`config.mk`:
```
export PLATFORM = sky130hd
export DESIGN_NAME = socc_top
export DESIGN_NICKNAME = d
export VERILOG_FILES = /design/src/socc_pkg.sv /design/src/socc_wait_timer.sv /design/src/socc_top.sv
export SDC_FILE = /design/constraint.sdc
export NUM_CORES = 1
export LEC_CHECK = 0
export ABC_CLOCK_PERIOD_IN_PS = 2400
export BUFFER_PORTS_ARGS = -buffer_cell sky130_fd_sc_hd__clkbuf_2
export CAP_MARGIN = 5
export CORE_MARGIN = 3
export CORE_UTILIZATION = 47
export DETAILED_ROUTE_END_ITERATION = 6
export PLACE_DENSITY_LB_ADDON = 0.08
export SLEW_MARGIN = 10
export SYNTH_ARGS = -nofsm -noshare
export SYNTH_HDL_FRONTEND = slang
export SYNTH_SLANG_ARGS = --single-unit
```
`constraint.sdc`:
```
create_clock -name pclk -period 2.4 [get_ports pclk]
set_input_delay 0.36 -clock pclk [delete_from_list [all_inputs] [get_ports pclk]]
set_output_delay 0.36 -clock pclk [all_outputs]
set_load 0.1 [all_outputs]
```
`src/socc_pkg.sv`:
```
package socc_pkg;

	// Bus clock, also the always-on clock for the waits
	localparam int unsigned CLK_PERIOD_NS = 50;
	localparam int ADDR_W = 12;
	localparam int TMR_W = 24;

	// Register indices as printed; byte address is four times the index
	localparam logic [7:0] IDX_PULSE_STRETCH = 8'h75;
	localparam logic [7:0] IDX_LOOP_FILTER = 8'h76;
	localparam logic [7:0] IDX_CAL_WAIT = 8'h77;
	localparam logic [7:0] IDX_CAL_DELAY = 8'h78;
	localparam logic [7:0] IDX_CAL_STATUS = 8'h79;
	localparam logic [7:0] IDX_CAL_COMMAND = 8'h7a;

	// Field positions
	localparam int STRETCH_BIT = 7;
	localparam int FILT_LSB = 0;
	localparam int FILT_W = 3;
	localparam int CLSD_LSB = 2;
	localparam int OSCW_LSB = 0;
	localparam int DELAY_EN_BIT = 0;
	localparam int CMD_START_BIT = 0;
	localparam int STAT_BUSY_BIT = 0;
	localparam int STAT_PHASE_LSB = 1;
	localparam int STAT_DONE_BIT = 3;

	// Reset values
	localparam logic [7:0] RST_PULSE_STRETCH = 8'h00;
	localparam logic [7:0] RST_LOOP_FILTER = 8'h03;
	localparam logic [7:0] RST_CAL_WAIT = 8'h01;
	localparam logic [7:0] RST_CAL_DELAY = 8'h00;

	// Writable bit masks; reserved bits read zero
	localparam logic [7:0] MASK_PULSE_STRETCH = 8'h80;
	localparam logic [7:0] MASK_LOOP_FILTER = 8'h07;
	localparam logic [7:0] MASK_CAL_WAIT = 8'h0f;
	localparam logic [7:0] MASK_CAL_DELAY = 8'h01;

	// Filter order codes
	localparam logic [2:0] FILT_SECOND_ORDER = 3'h3;
	localparam logic [2:0] FILT_THIRD_ORDER = 3'h7;

	// Stabilisation and delay times, as printed
	localparam longint OSC_WAIT0_US = 20;
	localparam longint OSC_WAIT1_US = 400;
	localparam longint OSC_WAIT2_MS = 8;
	localparam longint OSC_WAIT3_MS = 200;
	localparam longint CLSD_WAIT0_US = 30;
	localparam longint CLSD_WAIT1_US = 300;
	localparam longint CLSD_WAIT2_MS = 30;
	localparam longint CLSD_WAIT3_MS = 300;
	localparam longint CAL_DELAY_MS = 60;

	// Least time to cycles, rounded up, never below one
	function automatic longint socc_cycles_up(input longint t_ns);
		longint c;
		c = (t_ns + CLK_PERIOD_NS - 1) / CLK_PERIOD_NS;
		return (c < 1) ? 1 : c;
	endfunction

	// Short counts stay here; long ones are top parameters
	localparam logic [TMR_W-1:0] OSC_WAIT0_CYC = TMR_W'(socc_cycles_up(OSC_WAIT0_US * 1000));
	localparam logic [TMR_W-1:0] CLSD_WAIT0_CYC = TMR_W'(socc_cycles_up(CLSD_WAIT0_US * 1000));

	// Register select codes
	localparam logic [2:0] SEL_STRETCH = 3'h0;
	localparam logic [2:0] SEL_FILTER = 3'h1;
	localparam logic [2:0] SEL_WAIT = 3'h2;
	localparam logic [2:0] SEL_DELAY = 3'h3;
	localparam logic [2:0] SEL_STATUS = 3'h4;
	localparam logic [2:0] SEL_COMMAND = 3'h5;
	localparam logic [2:0] SEL_NONE = 3'h7;

	// Calibration sequence phases
	typedef enum logic [1:0] {SOCC_IDLE, SOCC_DELAY, SOCC_OSC, SOCC_CLOSED} socc_phase_t;

	// Byte address to register select
	function automatic logic [2:0] socc_decode(input logic [ADDR_W-1:0] a);
		if (a == ADDR_W'({IDX_PULSE_STRETCH, 2'b00}))
			return SEL_STRETCH;
		else if (a == ADDR_W'({IDX_LOOP_FILTER, 2'b00}))
			return SEL_FILTER;
		else if (a == ADDR_W'({IDX_CAL_WAIT, 2'b00}))
			return SEL_WAIT;
		else if (a == ADDR_W'({IDX_CAL_DELAY, 2'b00}))
			return SEL_DELAY;
		else if (a == ADDR_W'({IDX_CAL_STATUS, 2'b00}))
			return SEL_STATUS;
		else if (a == ADDR_W'({IDX_CAL_COMMAND, 2'b00}))
			return SEL_COMMAND;
		else
			return SEL_NONE;
	endfunction

endpackage

```
`src/socc_wait_timer.sv`:
```
`timescale 1ns/100ps
module socc_wait_timer
	import socc_pkg::*;
(
	input wire logic pclk,
	input wire logic presetn,
	input wire logic load,
	input wire logic [TMR_W-1:0] load_val,
	output logic expired
);

	// Whole timer state
	typedef struct packed {
		logic [TMR_W-1:0] cnt; // Cycles left, zero when idle
		logic expired; // One-cycle end pulse
	} socc_tmr_state_t;

	socc_tmr_state_t st_r; // Registered state
	socc_tmr_state_t st_nxt; // Next state

	// Count down; a load always restarts, even mid-count
	always_comb
	begin
		st_nxt = st_r;
		st_nxt.expired = 1'b0;
		if (load)
		begin
			st_nxt.cnt = load_val;
		end
		else if (st_r.cnt == TMR_W'(1))
		begin
			// Last cycle of the wait
			st_nxt.cnt = '0;
			st_nxt.expired = 1'b1;
		end
		else if (st_r.cnt != '0)
		begin
			st_nxt.cnt = st_r.cnt - TMR_W'(1);
		end
	end

	// State register
	always_ff @(posedge pclk or negedge presetn)
	begin
		if (!presetn)
			st_r <= '0;
		else
			st_r <= st_nxt;
	end

	assign expired = st_r.expired;

endmodule

```
`src/socc_top.sv`:
```
// Notes on behaviour
// - Stretch bit clear: narrow 200 ps pump pulse
// - Stretch bit set: pump pulse about 600 ps
// - Filter code 0x3, reset value: second order
// - Filter code 0x7 selects third-order filter
// - Closed-loop wait code: 30us/300us/30ms/300ms
// - Oscillator wait code: 20us/400us/8ms/200ms, reset 1
// - Delay enable postpones oscillator calibration 60 ms
//
// The APB interface to the registers was left to the implementer.
`timescale 1ns/100ps
module socc_top
	import socc_pkg::*;
#(
	parameter logic [TMR_W-1:0] OSC_WAIT1_CYC = TMR_W'(socc_cycles_up(OSC_WAIT1_US * 1000)),
	parameter logic [TMR_W-1:0] OSC_WAIT2_CYC = TMR_W'(socc_cycles_up(OSC_WAIT2_MS * 1000000)),
	parameter logic [TMR_W-1:0] OSC_WAIT3_CYC = TMR_W'(socc_cycles_up(OSC_WAIT3_MS * 1000000)),
	parameter logic [TMR_W-1:0] CLSD_WAIT1_CYC = TMR_W'(socc_cycles_up(CLSD_WAIT1_US * 1000)),
	parameter logic [TMR_W-1:0] CLSD_WAIT2_CYC = TMR_W'(socc_cycles_up(CLSD_WAIT2_MS * 1000000)),
	parameter logic [TMR_W-1:0] CLSD_WAIT3_CYC = TMR_W'(socc_cycles_up(CLSD_WAIT3_MS * 1000000)),
	parameter logic [TMR_W-1:0] CAL_DELAY_CYC = TMR_W'(socc_cycles_up(CAL_DELAY_MS * 1000000))
)
(
	input wire logic pclk,
	input wire logic presetn,
	input wire logic psel,
	input wire logic penable,
	input wire logic pwrite,
	input wire logic [ADDR_W-1:0] paddr,
	input wire logic [31:0] pwdata,
	output logic [31:0] prdata,
	output logic pready,
	output logic pslverr,
	input wire logic cal_start,
	output logic synth_one_pulse_stretch,
	output logic [FILT_W-1:0] synth_one_filter_order,
	output logic [1:0] cal_phase,
	output logic cal_busy,
	output logic cal_done
);

	// Whole block state in one word
	typedef struct packed {
		logic [7:0] pulse_stretch_ctrl; // Pump width control
		logic [7:0] loop_filter_ctrl; // Filter order
		logic [7:0] cal_wait_ctrl; // Oscillator and closed-loop waits
		logic [7:0] cal_delay_ctrl; // Calibration postpone enable
		socc_phase_t phase; // Sequence phase
		logic busy; // Sequence running
		logic done_flag; // Sticky completion
		logic done_pulse; // One-cycle completion
		logic [31:0] prdata; // Read data held for the access
		logic pready; // Access phase ready
		logic pslverr; // Unmapped address answer
	} socc_state_t;

	socc_state_t st_r; // Registered state
	socc_state_t st_nxt; // Next state
	logic tmr_load; // Restart the wait timer
	logic [TMR_W-1:0] tmr_val; // Cycles for the new wait
	logic tmr_expired; // Current wait finished
	logic [2:0] sel; // Decoded register
	logic sw_start; // Start written by software
	logic start; // Any start request

	// Oscillator stabilisation wait per code
	function automatic logic [TMR_W-1:0] osc_wait_cycles(input logic [1:0] code);
		case (code)
			2'h0: return OSC_WAIT0_CYC;
			2'h1: return OSC_WAIT1_CYC;
			2'h2: return OSC_WAIT2_CYC;
			default: return OSC_WAIT3_CYC;
		endcase
	endfunction

	// Closed-loop stabilisation wait per code
	function automatic logic [TMR_W-1:0] closed_wait_cycles(input logic [1:0] code);
		case (code)
			2'h0: return CLSD_WAIT0_CYC;
			2'h1: return CLSD_WAIT1_CYC;
			2'h2: return CLSD_WAIT2_CYC;
			default: return CLSD_WAIT3_CYC;
		endcase
	endfunction

	// One shared timer; phases never overlap
	socc_wait_timer u_wait_timer (
		.pclk(pclk),
		.presetn(presetn),
		.load(tmr_load),
		.load_val(tmr_val),
		.expired(tmr_expired)
	);

	// Bus slave, register file and calibration sequencer
	always_comb
	begin
		st_nxt = st_r;
		st_nxt.done_pulse = 1'b0;
		tmr_load = 1'b0;
		tmr_val = '0;
		sw_start = 1'b0;
		sel = socc_decode(paddr);

		if (psel && !penable)
		begin
			// Setup phase: decode and prepare the answer
			st_nxt.pready = 1'b1;
			st_nxt.pslverr = (sel == SEL_NONE);
			st_nxt.prdata = '0;
			if (!pwrite)
			begin
				if (sel == SEL_STRETCH)
					st_nxt.prdata[7:0] = st_r.pulse_stretch_ctrl;
				else if (sel == SEL_FILTER)
					st_nxt.prdata[7:0] = st_r.loop_filter_ctrl;
				else if (sel == SEL_WAIT)
					st_nxt.prdata[7:0] = st_r.cal_wait_ctrl;
				else if (sel == SEL_DELAY)
					st_nxt.prdata[7:0] = st_r.cal_delay_ctrl;
				else if (sel == SEL_STATUS)
				begin
					st_nxt.prdata[STAT_BUSY_BIT] = st_r.busy;
					st_nxt.prdata[STAT_PHASE_LSB +: 2] = st_r.phase;
					st_nxt.prdata[STAT_DONE_BIT] = st_r.done_flag;
				end
			end
		end
		else
		begin
			// Access completes at this edge or no transfer
			st_nxt.pready = 1'b0;
			st_nxt.pslverr = 1'b0;
			if (psel && penable && st_r.pready && pwrite)
			begin
				// Reserved bits are dropped, not stored
				if (sel == SEL_STRETCH)
					st_nxt.pulse_stretch_ctrl = pwdata[7:0] & MASK_PULSE_STRETCH;
				else if (sel == SEL_FILTER)
					st_nxt.loop_filter_ctrl = pwdata[7:0] & MASK_LOOP_FILTER;
				else if (sel == SEL_WAIT)
					st_nxt.cal_wait_ctrl = pwdata[7:0] & MASK_CAL_WAIT;
				else if (sel == SEL_DELAY)
					st_nxt.cal_delay_ctrl = pwdata[7:0] & MASK_CAL_DELAY;
				else if (sel == SEL_COMMAND)
					sw_start = pwdata[CMD_START_BIT];
			end
		end

		start = cal_start | sw_start;

		if (start)
		begin
			st_nxt.done_flag = 1'b0;
			tmr_load = 1'b1;
			if (st_r.cal_delay_ctrl[DELAY_EN_BIT])
			begin
				st_nxt.phase = SOCC_DELAY;
				tmr_val = CAL_DELAY_CYC;
			end
			else
			begin
				st_nxt.phase = SOCC_OSC;
				tmr_val = osc_wait_cycles(st_r.cal_wait_ctrl[OSCW_LSB +: 2]);
			end
		end
		else
		begin
			case (st_r.phase)
				SOCC_DELAY:
				begin
					// Delay over, now the oscillator wait
					if (tmr_expired)
					begin
						st_nxt.phase = SOCC_OSC;
						tmr_load = 1'b1;
						tmr_val = osc_wait_cycles(st_r.cal_wait_ctrl[OSCW_LSB +: 2]);
					end
				end
				SOCC_OSC:
				begin
					// Oscillator settled, close the loop
					if (tmr_expired)
					begin
						st_nxt.phase = SOCC_CLOSED;
						tmr_load = 1'b1;
						tmr_val = closed_wait_cycles(st_r.cal_wait_ctrl[CLSD_LSB +: 2]);
					end
				end
				SOCC_CLOSED:
				begin
					// Loop settled, sequence complete
					if (tmr_expired)
					begin
						st_nxt.phase = SOCC_IDLE;
						st_nxt.done_flag = 1'b1;
						st_nxt.done_pulse = 1'b1;
					end
				end
				default:
				begin
					// Idle until the next start
					st_nxt.phase = SOCC_IDLE;
				end
			endcase
		end

		// Busy follows the phase so it can leave a flop
		st_nxt.busy = (st_nxt.phase != SOCC_IDLE);
	end

	// State register; reset gives documented values
	always_ff @(posedge pclk or negedge presetn)
	begin
		if (!presetn)
		begin
			st_r <= '0;
			st_r.pulse_stretch_ctrl <= RST_PULSE_STRETCH;
			st_r.loop_filter_ctrl <= RST_LOOP_FILTER;
			st_r.cal_wait_ctrl <= RST_CAL_WAIT;
			st_r.cal_delay_ctrl <= RST_CAL_DELAY;
			st_r.phase <= SOCC_IDLE;
		end
		else
		begin
			st_r <= st_nxt;
		end
	end

	// Outputs straight from the state flops
	assign prdata = st_r.prdata;
	assign pready = st_r.pready;
	assign pslverr = st_r.pslverr;
	// pump width select, high means wide
	assign synth_one_pulse_stretch = st_r.pulse_stretch_ctrl[STRETCH_BIT];
	// code passed to the loop filter
	assign synth_one_filter_order = st_r.loop_filter_ctrl[FILT_LSB +: FILT_W];
	assign cal_phase = st_r.phase;
	assign cal_busy = st_r.busy;
	assign cal_done = st_r.done_pulse;

endmodule

```
# ---- After elaboration in Yosys (flattened, before gate mapping)
# Index checks and enable logic that the tools add are counted.
# W data, S select, Z words.
dict set report classes {
  n_addsub 1
  n_eq_ne 20
  n_bitwise 5
  mux 45
  n_reduce_logical 19
}
# cell n
set ops {}
lappend ops {{$mux W24} 4}
lappend ops {{$eq A12 B9 Y1 const B} 6}
lappend ops {{$pmux W23 S3} 1}
lappend ops {{$pmux W22 S3} 1}
lappend ops {{$pmux W23 S2} 1}
lappend ops {{$mux W22} 2}
lappend ops {{$eq A24 B1 Y1 const B} 1}
lappend ops {{$reduce_bool A24 Y1} 1}
lappend ops {{$sub A24 B1 Y24 const B} 1}
lappend ops {{$mux W23} 1}
lappend ops {{$mux W2} 10}
lappend ops {{$mux W4} 4}
lappend ops {{$mux W8} 2}
lappend ops {{$mux W1} 14}
lappend ops {{$mux W3} 4}
lappend ops {{$eq A3 B3 Y1 const B} 3}
lappend ops {{$eq A2 B2 Y1 const B} 4}
lappend ops {{$eq A2 B1 Y1 const B} 3}
lappend ops {{$eq A3 B2 Y1 const B} 2}
lappend ops {{$pmux W2 S3} 1}
lappend ops {{$reduce_and A6 Y1} 1}
lappend ops {{$reduce_bool A2 Y1} 3}
lappend ops {{$reduce_and A5 Y1} 1}
lappend ops {{$logic_and A1 B1 Y1} 4}
lappend ops {{other kinds (11)} 15}
dict set report word_totals {
  in_bits 50
  reg_bits 49
  out_inout_bits 42
  elab_cells 103
}

# ---- Longest topological paths before layout
dict set report logic_depth {
  ltp_word 18
  ltp_mapped 8
  depth_no_buf 8
}

# ---- By module
# Synthesis repeated with hierarchy kept, for this count alone.
dict set report unflattened {
  hier_cells 392
  area_unflattened_um2 3589.7
}
# module instances seq_area_each_um2 area_per_inst_um2 cells_each
set by_module_without_submodules {}
lappend by_module_without_submodules {socc_top 1 529.3 1975.6 218}
lappend by_module_without_submodules {socc_wait_timer 1 625.6 1614.0 174}

# ---- Least setup slack after synthesis
# No wires, ideal clock.
dict set report synth_timing {
  path_type {flip-flop to flip-flop}
  startpoint {reg st_r (netlist bit pready)}
  endpoint {reg u_wait_timer.st_r[3] (netlist name)}
  t_required_ns 2.333
  path_slack_ns -0.185
  setup_time_ns 0.067
  path_buffers 0
  stages_incl_launch_ff 7
  synth_period_minus_slack_ns 2.585
  t_arrival_ns 2.518
  path_cell_list {dfrtp_1 nand4_1 nor2_1 a311o_1 a31oi_2 or4b_2 nand2_1}
}
dict set report synth_between {
  elab_chain_cells 7
  word_cells_on_any_way 9
  classes_between {mux: 5; bitwise: 1; reduce/logical: 3}
}
# element line_no
set synth_lines {}
lappend synth_lines {{start: declaration} socc_top.sv:57} ;# socc_state_t st_r;
lappend synth_lines {{start signal: assignment} socc_top.sv:226} ;# st_r <= st_nxt;
lappend synth_lines {{$logic_and A1 B1 Y1 (*) (2 in series)} socc_top.sv:134} ;# if (psel && penable && st_r.pready && pwrite)
lappend synth_lines {{$mux W1 (*)} socc_top.sv:134}
lappend synth_lines {{$mux W1 (*)} socc_top.sv:105} ;# if (psel && !penable)
lappend synth_lines {{$or A1 B1 Y1 (*)} socc_top.sv:150} ;# start = cal_start | sw_start;
lappend synth_lines {{$mux W1 / $mux W24 (equally long branches)} socc_top.sv:152} ;# if (start)
lappend synth_lines {{$reduce_bool A3 Y1 (no source line) / $mux W24 (equally long branches)} n/a}
lappend synth_lines {{end signal: assignment} socc_wait_timer.sv:48} ;# st_r <= st_nxt;
lappend synth_lines {{end: declaration} socc_wait_timer.sv:18} ;# socc_tmr_state_t st_r;
# Mark *: on every way between the ends. The rest lies on a longest branch, timed or not.
# A chain may end at the register's enable or synchronous reset.

# ---- Final worst setup path
dict set report layout_timing {
  startpoint {reg u_wait_timer.st_r[15] (netlist name)}
  endpoint {reg u_wait_timer.st_r[14] (netlist name)}
}
dict set report layout_between {
  elab_chain_cells 3
  word_cells_on_any_way 5
  classes_between {eq/ne: 1; mux: 2; reduce/logical: 2}
}
# element line_no
set layout_lines {}
lappend layout_lines {{$eq A24 B1 Y1} socc_wait_timer.sv:30} ;# else if (st_r.cnt == TMR_W'(1))
lappend layout_lines {{$mux W24} socc_wait_timer.sv:30}
lappend layout_lines {{$mux W24} socc_wait_timer.sv:26} ;# if (load)
# Several ways; a longest one is shown, not always the timed one.

==> flow_summary.html <==
<table>
<tr><th>Metric</th><th>Value</th></tr>
<tr><th colspan="2">Place</th></tr>
<tr><td>Number of cells after detailed placement</td><td>461</td></tr>
<tr><td>Placed cell area</td><td>3336 sq um</td></tr>
<tr><td>HPWL after DPL</td><td>5454 um</td></tr>
<tr><td>Final Wtd Congestion</td><td>0.8528</td></tr>
<tr><td>Count of buffers from port buffering</td><td>37</td></tr>
<tr><th colspan="2">Critical path</th></tr>
<tr><td>Depth of the worst register-to-register path</td><td>7</td></tr>
<tr><td>Kind of start point of the critical path</td><td>flop</td></tr>
<tr><td>Launching point of the worst reg2reg path</td><td>u_wait_timer.st_r[15]$_DFFE_PN0P_</td></tr>
<tr><td>Critical Path End Type</td><td>flop</td></tr>
<tr><td>Reg2Reg Setup Slack</td><td>0.06 ns</td></tr>
<tr><td>Kind of cell adding the most delay to the critical path</td><td>simple AND/OR/NAND/NOR gates</td></tr>
<tr><td>Data arrival at the endpoint of the critical path</td><td>2.52 ns</td></tr>
<tr><td>Worst setup path class</td><td>flop to flop</td></tr>
<tr><td>Library cell appearing most often on the critical path</td><td>sky130_fd_sc_hd__buf_4</td></tr>
<tr><td>Endpoint required time on the critical path</td><td>2.58 ns</td></tr>
<tr><td>Critical R2R Capture</td><td>u_wait_timer.st_r[14]$_DFFE_PN0P_</td></tr>
<tr><td>Worst-path cell with the longest stage delay</td><td>sky130_fd_sc_hd__or4_4</td></tr>
<tr><td>Critical Path, Cell by Cell</td><td>or4_4, or2_4, nor4_4, buf_4, and4_1, buf_4, nor2_1</td></tr>
<tr><td>Crit-path max FO</td><td>14</td></tr>
<tr><td>Worst setup path startpoint</td><td>u_wait_timer.st_r[15]$_DFFE_PN0P_</td></tr>
<tr><td>Number of buffer and inverter stages on the critical path</td><td>2</td></tr>
<tr><td>Largest incremental delay on the critical path</td><td>0.56 ns</td></tr>
<tr><th colspan="2">Drt</th></tr>
<tr><td>Vias per inst</td><td>5.368</td></tr>
<tr><td>Wire length per cell</td><td>14.53 um</td></tr>
<tr><td>Met1 routed wirelength after detailed routing</td><td>3227 um</td></tr>
<tr><td>Number of optimization iterations in the first detailed-route pass</td><td>5</td></tr>
<tr><td>Overall via count from detail_route</td><td>2523</td></tr>
<tr><td>Number of nets still failing antenna checks after routing</td><td>0</td></tr>
<tr><td>Routed met2 length</td><td>3120 um</td></tr>
<tr><td>Total detailed-routing wirelength</td><td>6827 um</td></tr>
<tr><td>Post-route DRC violation count</td><td>0</td></tr>
<tr><td>Topmost layer with routed signal wires</td><td>met4</td></tr>
<tr><td>DRC marker count from the first detailed-route iteration</td><td>121</td></tr>
<tr><td>Length of routed met3 wiring</td><td>378 um</td></tr>
<tr><th colspan="2">CTS</th></tr>
<tr><td>Number of CTS-inserted buffers</td><td>5</td></tr>
<tr><td>CTS clk-pin slew, worst paths</td><td>0.09 ns</td></tr>
<tr><td>Clock tree from TritonCTS</td><td>yes</td></tr>
<tr><td>CTS sink count</td><td>46</td></tr>
<tr><td>Max H-tree Level</td><td>2</td></tr>
<tr><td>Post-CTS Hold Buffers</td><td>0</td></tr>
<tr><td>Clk Latency, worst-skew pair</td><td>0.31 ns</td></tr>
<tr><td>Deepest clock path buffer count</td><td>2</td></tr>
<tr><td>Buffer cell driving the clock tree root</td><td>sky130_fd_sc_hd__clkbuf_8</td></tr>
<tr><th colspan="2">Logic synthesis</th></tr>
<tr><td>Top cells by instance count after synthesis</td><td>sky130_fd_sc_hd__dfrtp_1, sky130_fd_sc_hd__buf_4, sky130_fd_sc_hd__nor2_1</td></tr>
<tr><td>Average instance area after synthesis</td><td>9.007 sq um</td></tr>
<tr><td>Post-synth top area cell</td><td>sky130_fd_sc_hd__dfrtp_1</td></tr>
<tr><td>Top-count cell post-synth</td><td>sky130_fd_sc_hd__dfrtp_1</td></tr>
<tr><td>Fraction of registers with async set/reset</td><td>1.000</td></tr>
<tr><td>Count of flip-flops with a built-in enable after synthesis</td><td>0</td></tr>
<tr><td>Synth area leaders</td><td>sky130_fd_sc_hd__dfrtp_1, sky130_fd_sc_hd__buf_4, sky130_fd_sc_hd__nor2_1</td></tr>
<tr><td>Number of warnings reported in the yosys synthesis log</td><td>0</td></tr>
<tr><td>Main synth FF type</td><td>sky130_fd_sc_hd__dfrtp_1</td></tr>
<tr><td>Post-Synthesis Cells</td><td>337</td></tr>
<tr><td>Synth top area share</td><td>0.3545</td></tr>
<tr><td>Count of distinct cell types in the synthesized netlist</td><td>56</td></tr>
<tr><td>Fraction of the yosys area taken by sequential cells</td><td>0.3805</td></tr>
<tr><td>Number of synthesized register bits</td><td>46</td></tr>
<tr><td>Syn Std Cell Area</td><td>3035 sq um</td></tr>
<tr><th colspan="2">Power and ir drop</th></tr>
<tr><td>Leakage</td><td>1.725 nW</td></tr>
<tr><td>P per Cell Area</td><td>557.3 nW/um^2</td></tr>
<tr><td>Worst supply voltage drop on vdd</td><td>0.0003299 V</td></tr>
<tr><td>Clock share of power</td><td>0.362</td></tr>
<tr><td>Overall power of the completed layout</td><td>1.966 mW</td></tr>
<tr><td>Part of the power in registers</td><td>0.417</td></tr>
<tr><td>Net Switching</td><td>0.6283 mW</td></tr>
<tr><td>Switching Share</td><td>0.3197</td></tr>
<tr><td>Combinational cell fraction of total power</td><td>0.221</td></tr>
<tr><td>Total internal power</td><td>1.337 mW</td></tr>
<tr><th colspan="2">Die</th></tr>
<tr><td>DIE AREA</td><td>7459 sq um</td></tr>
<tr><td>I/O pin cnt</td><td>92</td></tr>
<tr><td>Initial standard-cell utilization of the core</td><td>0.4979</td></tr>
<tr><td>Row count</td><td>28</td></tr>
<tr><td>Die width</td><td>86.37 um</td></tr>
<tr><td>CORE AREA</td><td>6096 sq um</td></tr>
<tr><td>Overall die height</td><td>86.37 um</td></tr>
<tr><th colspan="2">Timing</th></tr>
<tr><td>Unrepaired setup endpoints after global routing</td><td>true</td></tr>
<tr><td>Worst hold slack across all endpoints</td><td>0.01664 ns</td></tr>
<tr><td>Min Tclk post-route</td><td>2.336 ns</td></tr>
<tr><td>Max-slew violation count</td><td>0</td></tr>
<tr><td>Share of the clock period used by the worst path after layout</td><td>0.9735</td></tr>
<tr><td>Final-report setup violation count</td><td>0</td></tr>
<tr><td>Final worst clock skew</td><td>0.009596 ns</td></tr>
<tr><td>Count of final hold-check violations</td><td>0</td></tr>
<tr><td>Max-Slew Margin vs Limit</td><td>0.5660</td></tr>
<tr><td>Timing-limited maximum frequency</td><td>428.0 MHz</td></tr>
<tr><td>Measured slew at the worst slew-check pin</td><td>0.6479 ns</td></tr>
<tr><th colspan="2">Finish</th></tr>
<tr><td>Fraction of layout instances using a drive strength above 1</td><td>0.2684</td></tr>
<tr><td>Design Area, Final</td><td>3527 sq um</td></tr>
<tr><td>Final Non-Filler Cells</td><td>470</td></tr>
<tr><td>Area growth, synth to finish</td><td>16.20%</td></tr>
<tr><td>Fin util</td><td>0.5786</td></tr>
<tr><td>Fin nets</td><td>454</td></tr>
<tr><td>Diode insertion count for antenna repair</td><td>0</td></tr>
<tr><td>Filler cells</td><td>558</td></tr>
<tr><th colspan="2">GRT</th></tr>
<tr><td>Combined global-route utilization of all metal layers</td><td>0.1946</td></tr>
<tr><td>Gr ovfl total</td><td>0</td></tr>
<tr><td>First-pass GRT wire length</td><td>11660 um</td></tr>
<tr><td>Antenna violations before repair</td><td>0</td></tr>
<tr><td>Number of global-route vias before repair</td><td>2474</td></tr>
<tr><td>Maximum number of pins on one net before global-route repair</td><td>29</td></tr>
<tr><th colspan="2">Job</th></tr>
<tr><td>Number of maximum-capacitance constraint violations</td><td>0</td></tr>
<tr><th colspan="2">Status</th></tr>
<tr><td>Status</td><td>finished, final reports clean</td></tr>
<tr><th colspan="2">Hold path</th></tr>
<tr><td>HP Class</td><td>input pin to asynchronous set/reset pin</td></tr>
</table>
[worst reg2reg max path, delay by kind of cell (launching register included)]
kind,cells,cell delay [ns]
DFF,1,0.38
buffers and inverters,2,0.39
and+or+nand+nor,5,1.45
[worst max path at each step]
stage | cells past startpoint | endpoint
2_1_floorplan | 6 | u_wait_timer.st_r[3]$_DFFE_PN0P_
3_3_place_gp | 7 | u_wait_timer.st_r[13]$_DFFE_PN0P_
3_5_place_dp | 7 | u_wait_timer.st_r[13]$_DFFE_PN0P_
4_1_cts | 7 | u_wait_timer.st_r[14]$_DFFE_PN0P_
5_1_grt | 7 | u_wait_timer.st_r[14]$_DFFE_PN0P_
6_report | 7 | u_wait_timer.st_r[14]$_DFFE_PN0P_
[power by group through the flow]
stage	sequential (mW)	combinational, mW	clock, mW
floorplan	0.854	0.342	0
detailed placement	0.836	0.427	0
CTS	0.821	0.429	0.727
global route	0.825	0.468	0.762
finish	0.820	0.434	0.711
global placement	0.835	0.426	0
[logic make-up (layout without fill, tap and decap cells)]
kind of cell | after synthesis | after routing | share of synthesized area
buf+inv | 63 | 95 | 0.1336
mux | 9 | 9 | 0.03298
compound gates | 68 | 68 | 0.1496
fa+ha+maj | 10 | 10 | 0.04122
xor+xnor | 18 | 18 | 0.05194
other cells | 1 | 27 | 0.001235
simple gates | 122 | 122 | 0.2090
flops | 46 | 46 | 0.3805
[layout make-up]
class,count,area [sq um],share of cell area
Sequential cell,46,1156,0.3278
Multi-Input combinational cell,254,1607,0.4555
Clock inverter,2,60.06,0.01703
Inverter,14,52.55,0.01490
Clock buffer,6,82.58,0.02341
Tap cell,75,93.84,0.02661
Timing Repair Buffer,73,475.5,0.1348
[metal layers]
metal  vias up  track usage
li1       1253            -
met1      1176       0.2793
met3        11      0.03327
met5         -            0
met4         0      0.04958
met2        83       0.3053
[sequential cells by signal, summed over array words and instances, names as in the netlist, 2 cells and up]
| name | count |
|---|---|
| u_wait_timer.st_r | 24 |
| st_r | 6 |
| prdata | 5 |
| synth_one_filter_order | 3 |
| cal_phase | 2 |
[cell usage in the layout, fill, tap and decap left out, drive strengths merged, types with 6 or more instances in the layout]
master,instances
dfrtp,43
clkbuf,43
buf,36
nor2,35
nand2,32
conb,27
o21ai,19
a21oi,15
inv,14
nor3,13
xor2,12
ha,10
mux2,8
or3,7
a22oi,6
xnor2,6
nor4,6
[per-stage QoR]
step	setup slack, ns	setup TNS [ns]
6_report	0.06363	0
3_5_place_dp	-0.1491	-0.9139
2_1_floorplan	0.04571	0
5_1_grt	-0.01974	-0.07849
3_3_place_gp	-0.09558	-0.5431
4_1_cts	0.004587	0
[what timing repair did]
action                     in CTS  in global routing
hold endpoints to repair        0                  0
pin swaps                       0                  2
gates resized for setup         1                  9
cloned                          0                  0
setup buffers                   0                  1
setup endpoints to repair       1                 13
(Power assumes the default switching activity.)
